### config.mk
export PLATFORM = sky130hd
export DESIGN_NAME = fpb_flash_cmd
export DESIGN_NICKNAME = d
export VERILOG_FILES = /design/src/core/fpb_flash_cmd.v
export VERILOG_INCLUDE_DIRS = /design/src /design/src/core
export SDC_FILE = /design/constraint.sdc
export NUM_CORES = 1
export LEC_CHECK = 0
export BUFFER_PORTS_ARGS = -buffer_cell sky130_fd_sc_hd__clkbuf_2
export CORE_MARGIN = 4
export CORE_UTILIZATION = 53
export DETAILED_ROUTE_END_ITERATION = 10
export PLACE_DENSITY_LB_ADDON = 0.1
export SYNTH_ARGS = -nofsm -noshare
export SYNTH_HDL_FRONTEND = slang
export SYNTH_SLANG_ARGS = --single-unit
### constraint.sdc
create_clock -name CLOCK -period 2.26 [get_ports CLOCK]
set_input_delay 0.113 -clock CLOCK [delete_from_list [all_inputs] [get_ports CLOCK]]
set_output_delay 0.113 -clock CLOCK [all_outputs]
set_load 0.02 [all_outputs]
### src/core/fpb_defines.vh
`ifndef FPB_DEFINES_VH
`define FPB_DEFINES_VH
`define FPB_OP_XFER_B1 8'h53
`define FPB_OP_XFER_B2 8'h55
`define FPB_OP_CMP_B1 8'h60
`define FPB_OP_CMP_B2 8'h61
`define FPB_OP_REWR_B1 8'h58
`define FPB_OP_REWR_B2 8'h59
`define FPB_OP_STATUS 8'hD7
`define FPB_CMD_BITS 6'h20
`define FPB_OPC_LAST 6'h07
`define FPB_P528_HI 22
`define FPB_P528_LO 10
`define FPB_P512_HI 21
`define FPB_P512_LO 9
`define FPB_ST_RDY 7
`define FPB_ST_COMP 6
`define FPB_ST_DENS_HI 5
`define FPB_ST_DENS_LO 2
`define FPB_ST_PROT 1
`define FPB_ST_PSIZE 0
`define FPB_COMP_RST 1'b0
`define FPB_MOP_XFER 2'h0
`define FPB_MOP_CMP 2'h1
`define FPB_MOP_PROG 2'h2
`endif

### src/core/fpb_flash_cmd.v
// Overview of operation
// - Opcode 53h loads a page into buffer one, 55h into buffer two.
// - In 528-byte mode the address holds one dummy, 13 page bits, ten dummies.
// - In 512-byte mode the address holds two dummies, 13 page bits, nine dummies.
// - Opcode and address clock in with select low; work starts on select rising.
// - Transfer shows busy in the ready flag until it completes.
// - Opcode 60h compares against buffer one, 61h against buffer two.
// - Compare starts on select rising, busy throughout, result lands in bit 6.
// - Mismatch flag is 0 on equal contents, 1 when any bit differs.
// - Opcode 58h rewrites through buffer one, 59h through buffer two.
// - Rewrite copies the page to the buffer then programs it back, busy throughout.
// - Opcode D7h starts status read; status bits follow on every clock.
// - After the second status byte the first byte is sent again, repeating.
// - Status read is accepted any time and each byte carries fresh contents.
// - Ready flag sits in both status bytes, resampled for every byte.
// - Select rising ends status read at once and releases the output.
// - Status bit 7 reads 0 while busy and 1 when ready.
// - Status bits 5 to 2 give a fixed four-bit density code.
// - Status bit 1 reads 1 when sector protection is enabled.
// - Status bit 0 reads 0 for 528-byte pages, 1 for 512-byte pages.
`timescale 1ns/1ps
`include "fpb_defines.vh"
module fpb_flash_cmd #(
   // Density code value is arbitrary.
   parameter [3:0] DENSITY_CODE = 4'h6
) (
   input wire CLOCK,
   input wire SYS_RST,
   input wire CS_N,
   input wire SCK,
   input wire SI,
   output wire SO,
   output wire SO_OE,
   input wire PROTECT_EN,
   input wire PAGE_512,
   output wire MEM_REQ,
   output wire [1:0] MEM_OP,
   output wire MEM_BUF,
   output wire [12:0] MEM_PAGE,
   input wire MEM_ACK,
   input wire MEM_DIFF
);
   localparam [1:0] ST_IDLE = 2'h0;
   localparam [1:0] ST_XFER = 2'h1;
   localparam [1:0] ST_CMP = 2'h2;
   localparam [1:0] ST_PROG = 2'h3;

   reg [2:0] cs_sync_q;
   reg [2:0] sck_sync_q;
   reg [1:0] si_sync_q;
   reg [1:0] prot_sync_q;
   reg [1:0] psize_sync_q;
   reg [5:0] bit_cnt_q;
   reg [7:0] in_sr_q;
   reg [7:0] opcode_q;
   reg [23:0] addr_q;
   reg stat_mode_q;
   reg [7:0] out_sr_q;
   reg [2:0] out_cnt_q;
   reg out_sel_q;
   reg so_q;
   reg so_oe_q;
   reg [1:0] state_q;
   reg [1:0] state_d;
   reg rewrite_q;
   reg rewrite_d;
   reg buf_q;
   reg buf_d;
   reg [12:0] page_q;
   reg [12:0] page_d;
   reg comp_q;
   reg comp_d;
   reg [1:0] mem_op;
   reg [7:0] stat_byte1;
   reg [7:0] stat_byte2;

   wire cs_high;
   wire cs_rise;
   wire sck_rise;
   wire sck_fall;
   wire si_s;
   wire [7:0] in_sr_d;
   wire busy;
   wire [7:0] stat_next;
   wire cmd_full;
   wire [12:0] page_sel;

   // Pins cross from the host's clock; stage one feeds only stage two.
   always @(posedge CLOCK or posedge SYS_RST)
   begin
      if (SYS_RST)
      begin
         cs_sync_q <= 3'h7;
         sck_sync_q <= 3'h0;
      end
      else
      begin
         cs_sync_q <= {cs_sync_q[1:0], CS_N};
         sck_sync_q <= {sck_sync_q[1:0], SCK};
      end
   end

   // Data and strap pins need no edge stage, so two flops suffice.
   always @(posedge CLOCK or posedge SYS_RST)
   begin
      if (SYS_RST)
      begin
         si_sync_q <= 2'h0;
         prot_sync_q <= 2'h0;
         psize_sync_q <= 2'h0;
      end
      else
      begin
         si_sync_q <= {si_sync_q[0], SI};
         prot_sync_q <= {prot_sync_q[0], PROTECT_EN};
         psize_sync_q <= {psize_sync_q[0], PAGE_512};
      end
   end

   assign cs_high = cs_sync_q[1];
   assign cs_rise = cs_sync_q[1] & ~cs_sync_q[2];
   assign sck_rise = sck_sync_q[1] & ~sck_sync_q[2];
   assign sck_fall = ~sck_sync_q[1] & sck_sync_q[2];
   assign si_s = si_sync_q[1];
   assign in_sr_d = {in_sr_q[6:0], si_s};
   assign busy = (state_q != ST_IDLE);
   assign cmd_full = (bit_cnt_q == `FPB_CMD_BITS);

   // Page index position depends on the configured page size.
   assign page_sel = psize_sync_q[1] ? addr_q[`FPB_P512_HI:`FPB_P512_LO]
                                     : addr_q[`FPB_P528_HI:`FPB_P528_LO];

   always @*
   begin
      stat_byte1 = 8'h00;
      stat_byte1[`FPB_ST_RDY] = ~busy;
      stat_byte1[`FPB_ST_COMP] = comp_q;
      stat_byte1[`FPB_ST_DENS_HI:`FPB_ST_DENS_LO] = DENSITY_CODE;
      stat_byte1[`FPB_ST_PROT] = prot_sync_q[1];
      stat_byte1[`FPB_ST_PSIZE] = psize_sync_q[1];
   end

   // Byte two carries only the ready flag; its other fields are not kept here.
   always @*
   begin
      stat_byte2 = 8'h00;
      stat_byte2[`FPB_ST_RDY] = ~busy;
   end

   assign stat_next = out_sel_q ? stat_byte2 : stat_byte1;

   // Serial input side: opcode then three address bytes; bit count and status mode cleared while deselected.
   always @(posedge CLOCK or posedge SYS_RST)
   begin
      if (SYS_RST)
      begin
         bit_cnt_q <= 6'h00;
         in_sr_q <= 8'h00;
         opcode_q <= 8'h00;
         addr_q <= 24'h000000;
         stat_mode_q <= 1'b0;
      end
      else if (cs_high)
      begin
         bit_cnt_q <= 6'h00;
         stat_mode_q <= 1'b0;
      end
      else if (sck_rise)
      begin
         in_sr_q <= in_sr_d;
         if (bit_cnt_q != `FPB_CMD_BITS)
         begin
            bit_cnt_q <= bit_cnt_q + 6'h01;
         end
         if (bit_cnt_q == `FPB_OPC_LAST)
         begin
            opcode_q <= in_sr_d;
            if (in_sr_d == `FPB_OP_STATUS)
            begin
               stat_mode_q <= 1'b1;
            end
         end
         else if (bit_cnt_q > `FPB_OPC_LAST && bit_cnt_q != `FPB_CMD_BITS)
         begin
            addr_q <= {addr_q[22:0], si_s};
         end
      end
   end

   // Status output side: bits change on falling clock, each byte built fresh.
   always @(posedge CLOCK or posedge SYS_RST)
   begin
      if (SYS_RST)
      begin
         out_sr_q <= 8'h00;
         out_cnt_q <= 3'h0;
         out_sel_q <= 1'b0;
         so_q <= 1'b0;
         so_oe_q <= 1'b0;
      end
      else if (cs_high)
      begin
         out_cnt_q <= 3'h0;
         out_sel_q <= 1'b0;
         so_oe_q <= 1'b0;
      end
      else if (sck_fall && stat_mode_q)
      begin
         so_oe_q <= 1'b1;
         out_cnt_q <= out_cnt_q + 3'h1;
         if (out_cnt_q == 3'h0)
         begin
            // Sampling at the byte boundary keeps a byte self-consistent.
            out_sr_q <= {stat_next[6:0], 1'b0};
            so_q <= stat_next[7];
         end
         else
         begin
            out_sr_q <= {out_sr_q[6:0], 1'b0};
            so_q <= out_sr_q[7];
            if (out_cnt_q == 3'h7)
            begin
               out_sel_q <= ~out_sel_q;
            end
         end
      end
   end

   assign SO = so_q;
   assign SO_OE = so_oe_q;

   // Self-timed sequencer. A command arriving while busy is dropped.
   always @*
   begin
      state_d = state_q;
      rewrite_d = rewrite_q;
      buf_d = buf_q;
      page_d = page_q;
      comp_d = comp_q;
      case (state_q)
         ST_IDLE:
         begin
            if (cs_rise && cmd_full)
            begin
               page_d = page_sel;
               rewrite_d = 1'b0;
               case (opcode_q)
                  `FPB_OP_XFER_B1, `FPB_OP_XFER_B2:
                  begin
                     state_d = ST_XFER;
                     buf_d = opcode_q[2];
                  end
                  `FPB_OP_CMP_B1, `FPB_OP_CMP_B2:
                  begin
                     state_d = ST_CMP;
                     buf_d = opcode_q[0];
                  end
                  `FPB_OP_REWR_B1, `FPB_OP_REWR_B2:
                  begin
                     state_d = ST_XFER;
                     rewrite_d = 1'b1;
                     buf_d = opcode_q[0];
                  end
                  default:
                  begin
                     state_d = ST_IDLE;
                  end
               endcase
            end
         end
         ST_XFER:
         begin
            if (MEM_ACK)
            begin
               state_d = rewrite_q ? ST_PROG : ST_IDLE;
            end
         end
         ST_CMP:
         begin
            if (MEM_ACK)
            begin
               comp_d = MEM_DIFF;
               state_d = ST_IDLE;
            end
         end
         ST_PROG:
         begin
            if (MEM_ACK)
            begin
               state_d = ST_IDLE;
               rewrite_d = 1'b0;
            end
         end
         default:
         begin
            state_d = ST_IDLE;
         end
      endcase
   end

   always @(posedge CLOCK or posedge SYS_RST)
   begin
      if (SYS_RST)
      begin
         state_q <= ST_IDLE;
         rewrite_q <= 1'b0;
         buf_q <= 1'b0;
         page_q <= 13'h0000;
         comp_q <= `FPB_COMP_RST;
      end
      else
      begin
         state_q <= state_d;
         rewrite_q <= rewrite_d;
         buf_q <= buf_d;
         page_q <= page_d;
         comp_q <= comp_d;
      end
   end

   assign MEM_REQ = busy;
   // Idle shows the transfer code, so the operation field never floats.
   always @*
   begin
      case (state_q)
         ST_CMP:
         begin
            mem_op = `FPB_MOP_CMP;
         end
         ST_PROG:
         begin
            mem_op = `FPB_MOP_PROG;
         end
         default:
         begin
            mem_op = `FPB_MOP_XFER;
         end
      endcase
   end

   assign MEM_OP = mem_op;
   assign MEM_BUF = buf_q;
   assign MEM_PAGE = page_q;
endmodule

==> key figures <==
Yosys
  • Seq/Total Area, Yosys: 58.5%
  • Largest family of logic cells by synthesized area: multiplexers
  • Post-Syn Instances: 293
  • Ys async rst share: 100%
  • Synth Area in Adders: 1.66%
  • Synth Area in XOR/XNOR: 1.39%
  • Number of synthesized register bits: 88
  • Main area contributors after synthesis: dfrtp_1 (56%), mux2_4 (8.0%), mux2_2 (5.7%)
  • Synth unique cells: 44
  • Count of flip-flops with a built-in enable after synthesis: 0
  • Mux contribution to synthesized area: 18.1%
  • Synth Net Count: 307
  • Compound-Gate Fraction of Synth Area: 6.14%
  • Post-synth top area cell: dfrtp_1
  • Most common cell in the netlist: dfrtp_1
  • Simple-Gate Fraction of Synth Area: 11.1%
  • Post-synth top cells: dfrtp_1 (85), nand2_1 (24), mux2_4 (20)
  • Yosys top cell area share: 56.4%
  • Mapped Area: 3770 um2
  • Dominant synthesized flop cell: dfrtp_1
  • Ys Warns: 0
  • Average size of a mapped cell: 12.9 um2

Layout
  • # nets final: 350
  • Antenna diodes: 0
  • Fill cells: 561
  • Finished Layout Cells: 437
  • Area grow syn2layout: 14.5%
  • Share of cells above drive strength 1: 29.9%

Pwr
  • Total power draw: 2.96 mW
  • VDD IR max: 0.497 mV
  • Leakage: 2.07 nW
  • PwrDens: 686 nW/um2

Worst setup path
  • Worst Setup End Kind: flip-flop
  • FF-to-FF setup slack: 420 ps
  • Data required time of the worst path: 2500 ps
  • Critical path class: reg2reg
  • Critical Path AT: 2070 ps
  • Crit path launch: bit_cnt_q[0]
  • Startpoint Class: flip-flop
  • Worst Path Max Fanout: 23
  • Reg2reg start: bit_cnt_q[0]

Die
  • Die width: 92.4 um
  • Rows: 30
  • Die area: 8530 um2
  • CORE AREA: 6870 um2
  • Die height: 92.4 um
  • IO Pins: 28
  • Initial Utilization: 54.9%

Hold path
  • Worst hold path class: in2reg
  • Hold path startpoint: MEM_ACK

Clock tree
  • Htree depth: 3
  • Num CTS Buffers: 9
  • CTS tree: built
  • Max Root-Sink Buffers: 2
  • Clk slew on worst S/H paths: 90 ps
  • Post-CTS Setup Inserts: 0
  • Clock Sinks: 88
  • Worst-Skew Late Latency: 360 ps
  • Clk root buf: clkbuf_8

GRT
  • Met2 Usage GRT: 24.8%
  • Largest net degree at the start of global routing: 89
  • Total Routing Usage GR: 15.4%
  • GRT Max-Usage Layer: met2
  • Met1 Resource Use GR: 20.2%
  • Initial antenna violation count: 0
  • Total grt overflow: 0
  • Vias in the first global route: 2,302
  • First-pass GRT wire length: 10.5 mm
  • Met3 Use GR: 3.17%

Timing
  • Unrepaired setup endpoints after global routing: false
  • Slew @ Worst Pin: 726 ps
  • Max Slew Vio Count: 0
  • # setup viols final: 0
  • Fin crit share: 81.2%
  • Hold Vio Cnt, Final: 0
  • Min Tclk post-route: 1840 ps
  • Clock skew: 14.1 ps
  • Max Freq: 545 MHz
  • Fin Setup TNS: 0 ps
  • Slew HR: 51.6%

Placed design
  • Placed Cells: 414
  • Port bufs: 27
  • Dpl hpwl: 3.95 mm
  • Routability congestion estimate: 0.836

Route
  • Drt first pass iters: 4
  • DRT antenna net count: 0
  • DRT iter0 DRCs: 67
  • Drt drc: 0
  • Final WL: 5.93 mm
  • Wire length per cell: 13.6 um
  • Via count: 2,252
  • Via/cell ratio: 5.15

Flow run
  • Max-cap violation count: 0

Status
  • Status: finished, final reports clean
[flip-flops by register name, summed over array words and instances, names as in the netlist, 3 cells and up]
name        cells
addr_q         23
MEM_PAGE       13
opcode_q        8
in_sr_q         7
out_sr_q        7
bit_cnt_q       6
cs_sync_q       3
out_cnt_q       3
sck_sync_q      3
[logic make-up (layout without fill, tap and decap cells)]
kind of cell               after synthesis  after routing
muxes                                   56             56
xor gates and xnor gates                 6              6
and+or+nand+nor                         76             76
AOI/OAI and AO/OA                       40             40
adders and majority gates                5              5
DFF                                     88             88
buffers and inverters                   22             70
[path summary, 6_finish.rpt]
kind / to / cells after the start
setup / recovery: addr_q[20] / 7
hold / removal: state_q[1] / 3
setup reg to reg: addr_q[20] / 7
hold reg to reg: si_sync_q[1] / 0
max in group asynchronous: cs_sync_q[1] / 4
min in group asynchronous: MEM_PAGE[7] / 4
[metrics by stage]
stage	worst slack (ps)	util (%)	cell area, um2	hold slack (ps)
floorplan	516	-	3780	117
global placement	491	59.0	4050	204
detailed placement	433	59.0	4050	203
CTS	418	62.9	4320	75.0
global route	317	62.9	4320	122
finish	424	62.9	4320	91.1
[layer usage]
| layer | share of wire (%) | wire [um] |
|---|---|---|
| met1 | 48 | 2830 |
| met5 | 0 | 0 |
| met2 | 48 | 2820 |
| met3 | 2.8 | 164 |
| met4 | 2.0 | 116 |
[what timing repair did]
item,CTS,global route
hold endpoints to repair,91,0
resized for setup,0,0
hold buffers,7,0
[layout by cell type, fill, tap and decap left out, drive strengths merged, types with 2 or more instances in the layout]
cell type | netlist | final
o21ai | 19 | 19
nor2 | 18 | 18
dlygate4sd3 | 0 | 7
buf | 6 | 9
mux2i | 17 | 17
o21a | 2 | 2
clkbuf | 5 | 36
nor4bb | 3 | 3
dfstp | 3 | 3
nor2b | 2 | 2
nor4b | 3 | 3
o31ai | 2 | 2
a21oi | 12 | 12
nand2 | 24 | 24
nand3b | 2 | 2
xnor2 | 2 | 2
clkinv | 0 | 4
ha | 5 | 5
and2 | 2 | 2
xor2 | 4 | 4
mux2 | 39 | 39
dfrtp | 85 | 85
nand4 | 4 | 4
nor3b | 4 | 4
nand3 | 7 | 7
inv | 11 | 13
[layout make-up]
cell class / count / area, um2 / share of cell area, %
flip-flops and latches: 88 / 2210 / 51.1
multi-input cells: 183 / 1450 / 33.6
repair buffers: 43 / 298 / 6.90
clock buffers: 9 / 124 / 2.87
well taps: 96 / 120 / 2.78
clock inverters: 7 / 73.8 / 1.71
inverters: 11 / 45.0 / 1.04
[power by group]
part	total, mW	leakage (nW)	internal [mW]	switching (mW)
clock	1.05	0.101	0.434	0.614
combinational	0.191	0.785	0.105	0.0855
sequential	1.72	1.18	1.65	0.0696
[critical path, stage by stage, from the launching register on]
cell,delay [ps]
dfrtp_1,410
inv_1,60
ha_1,190
nor4b_2,170
and2_1,200
nor2_4,130
buf_12,200
mux2_2,350
Note: power is estimated with default switching activity, not from simulation.
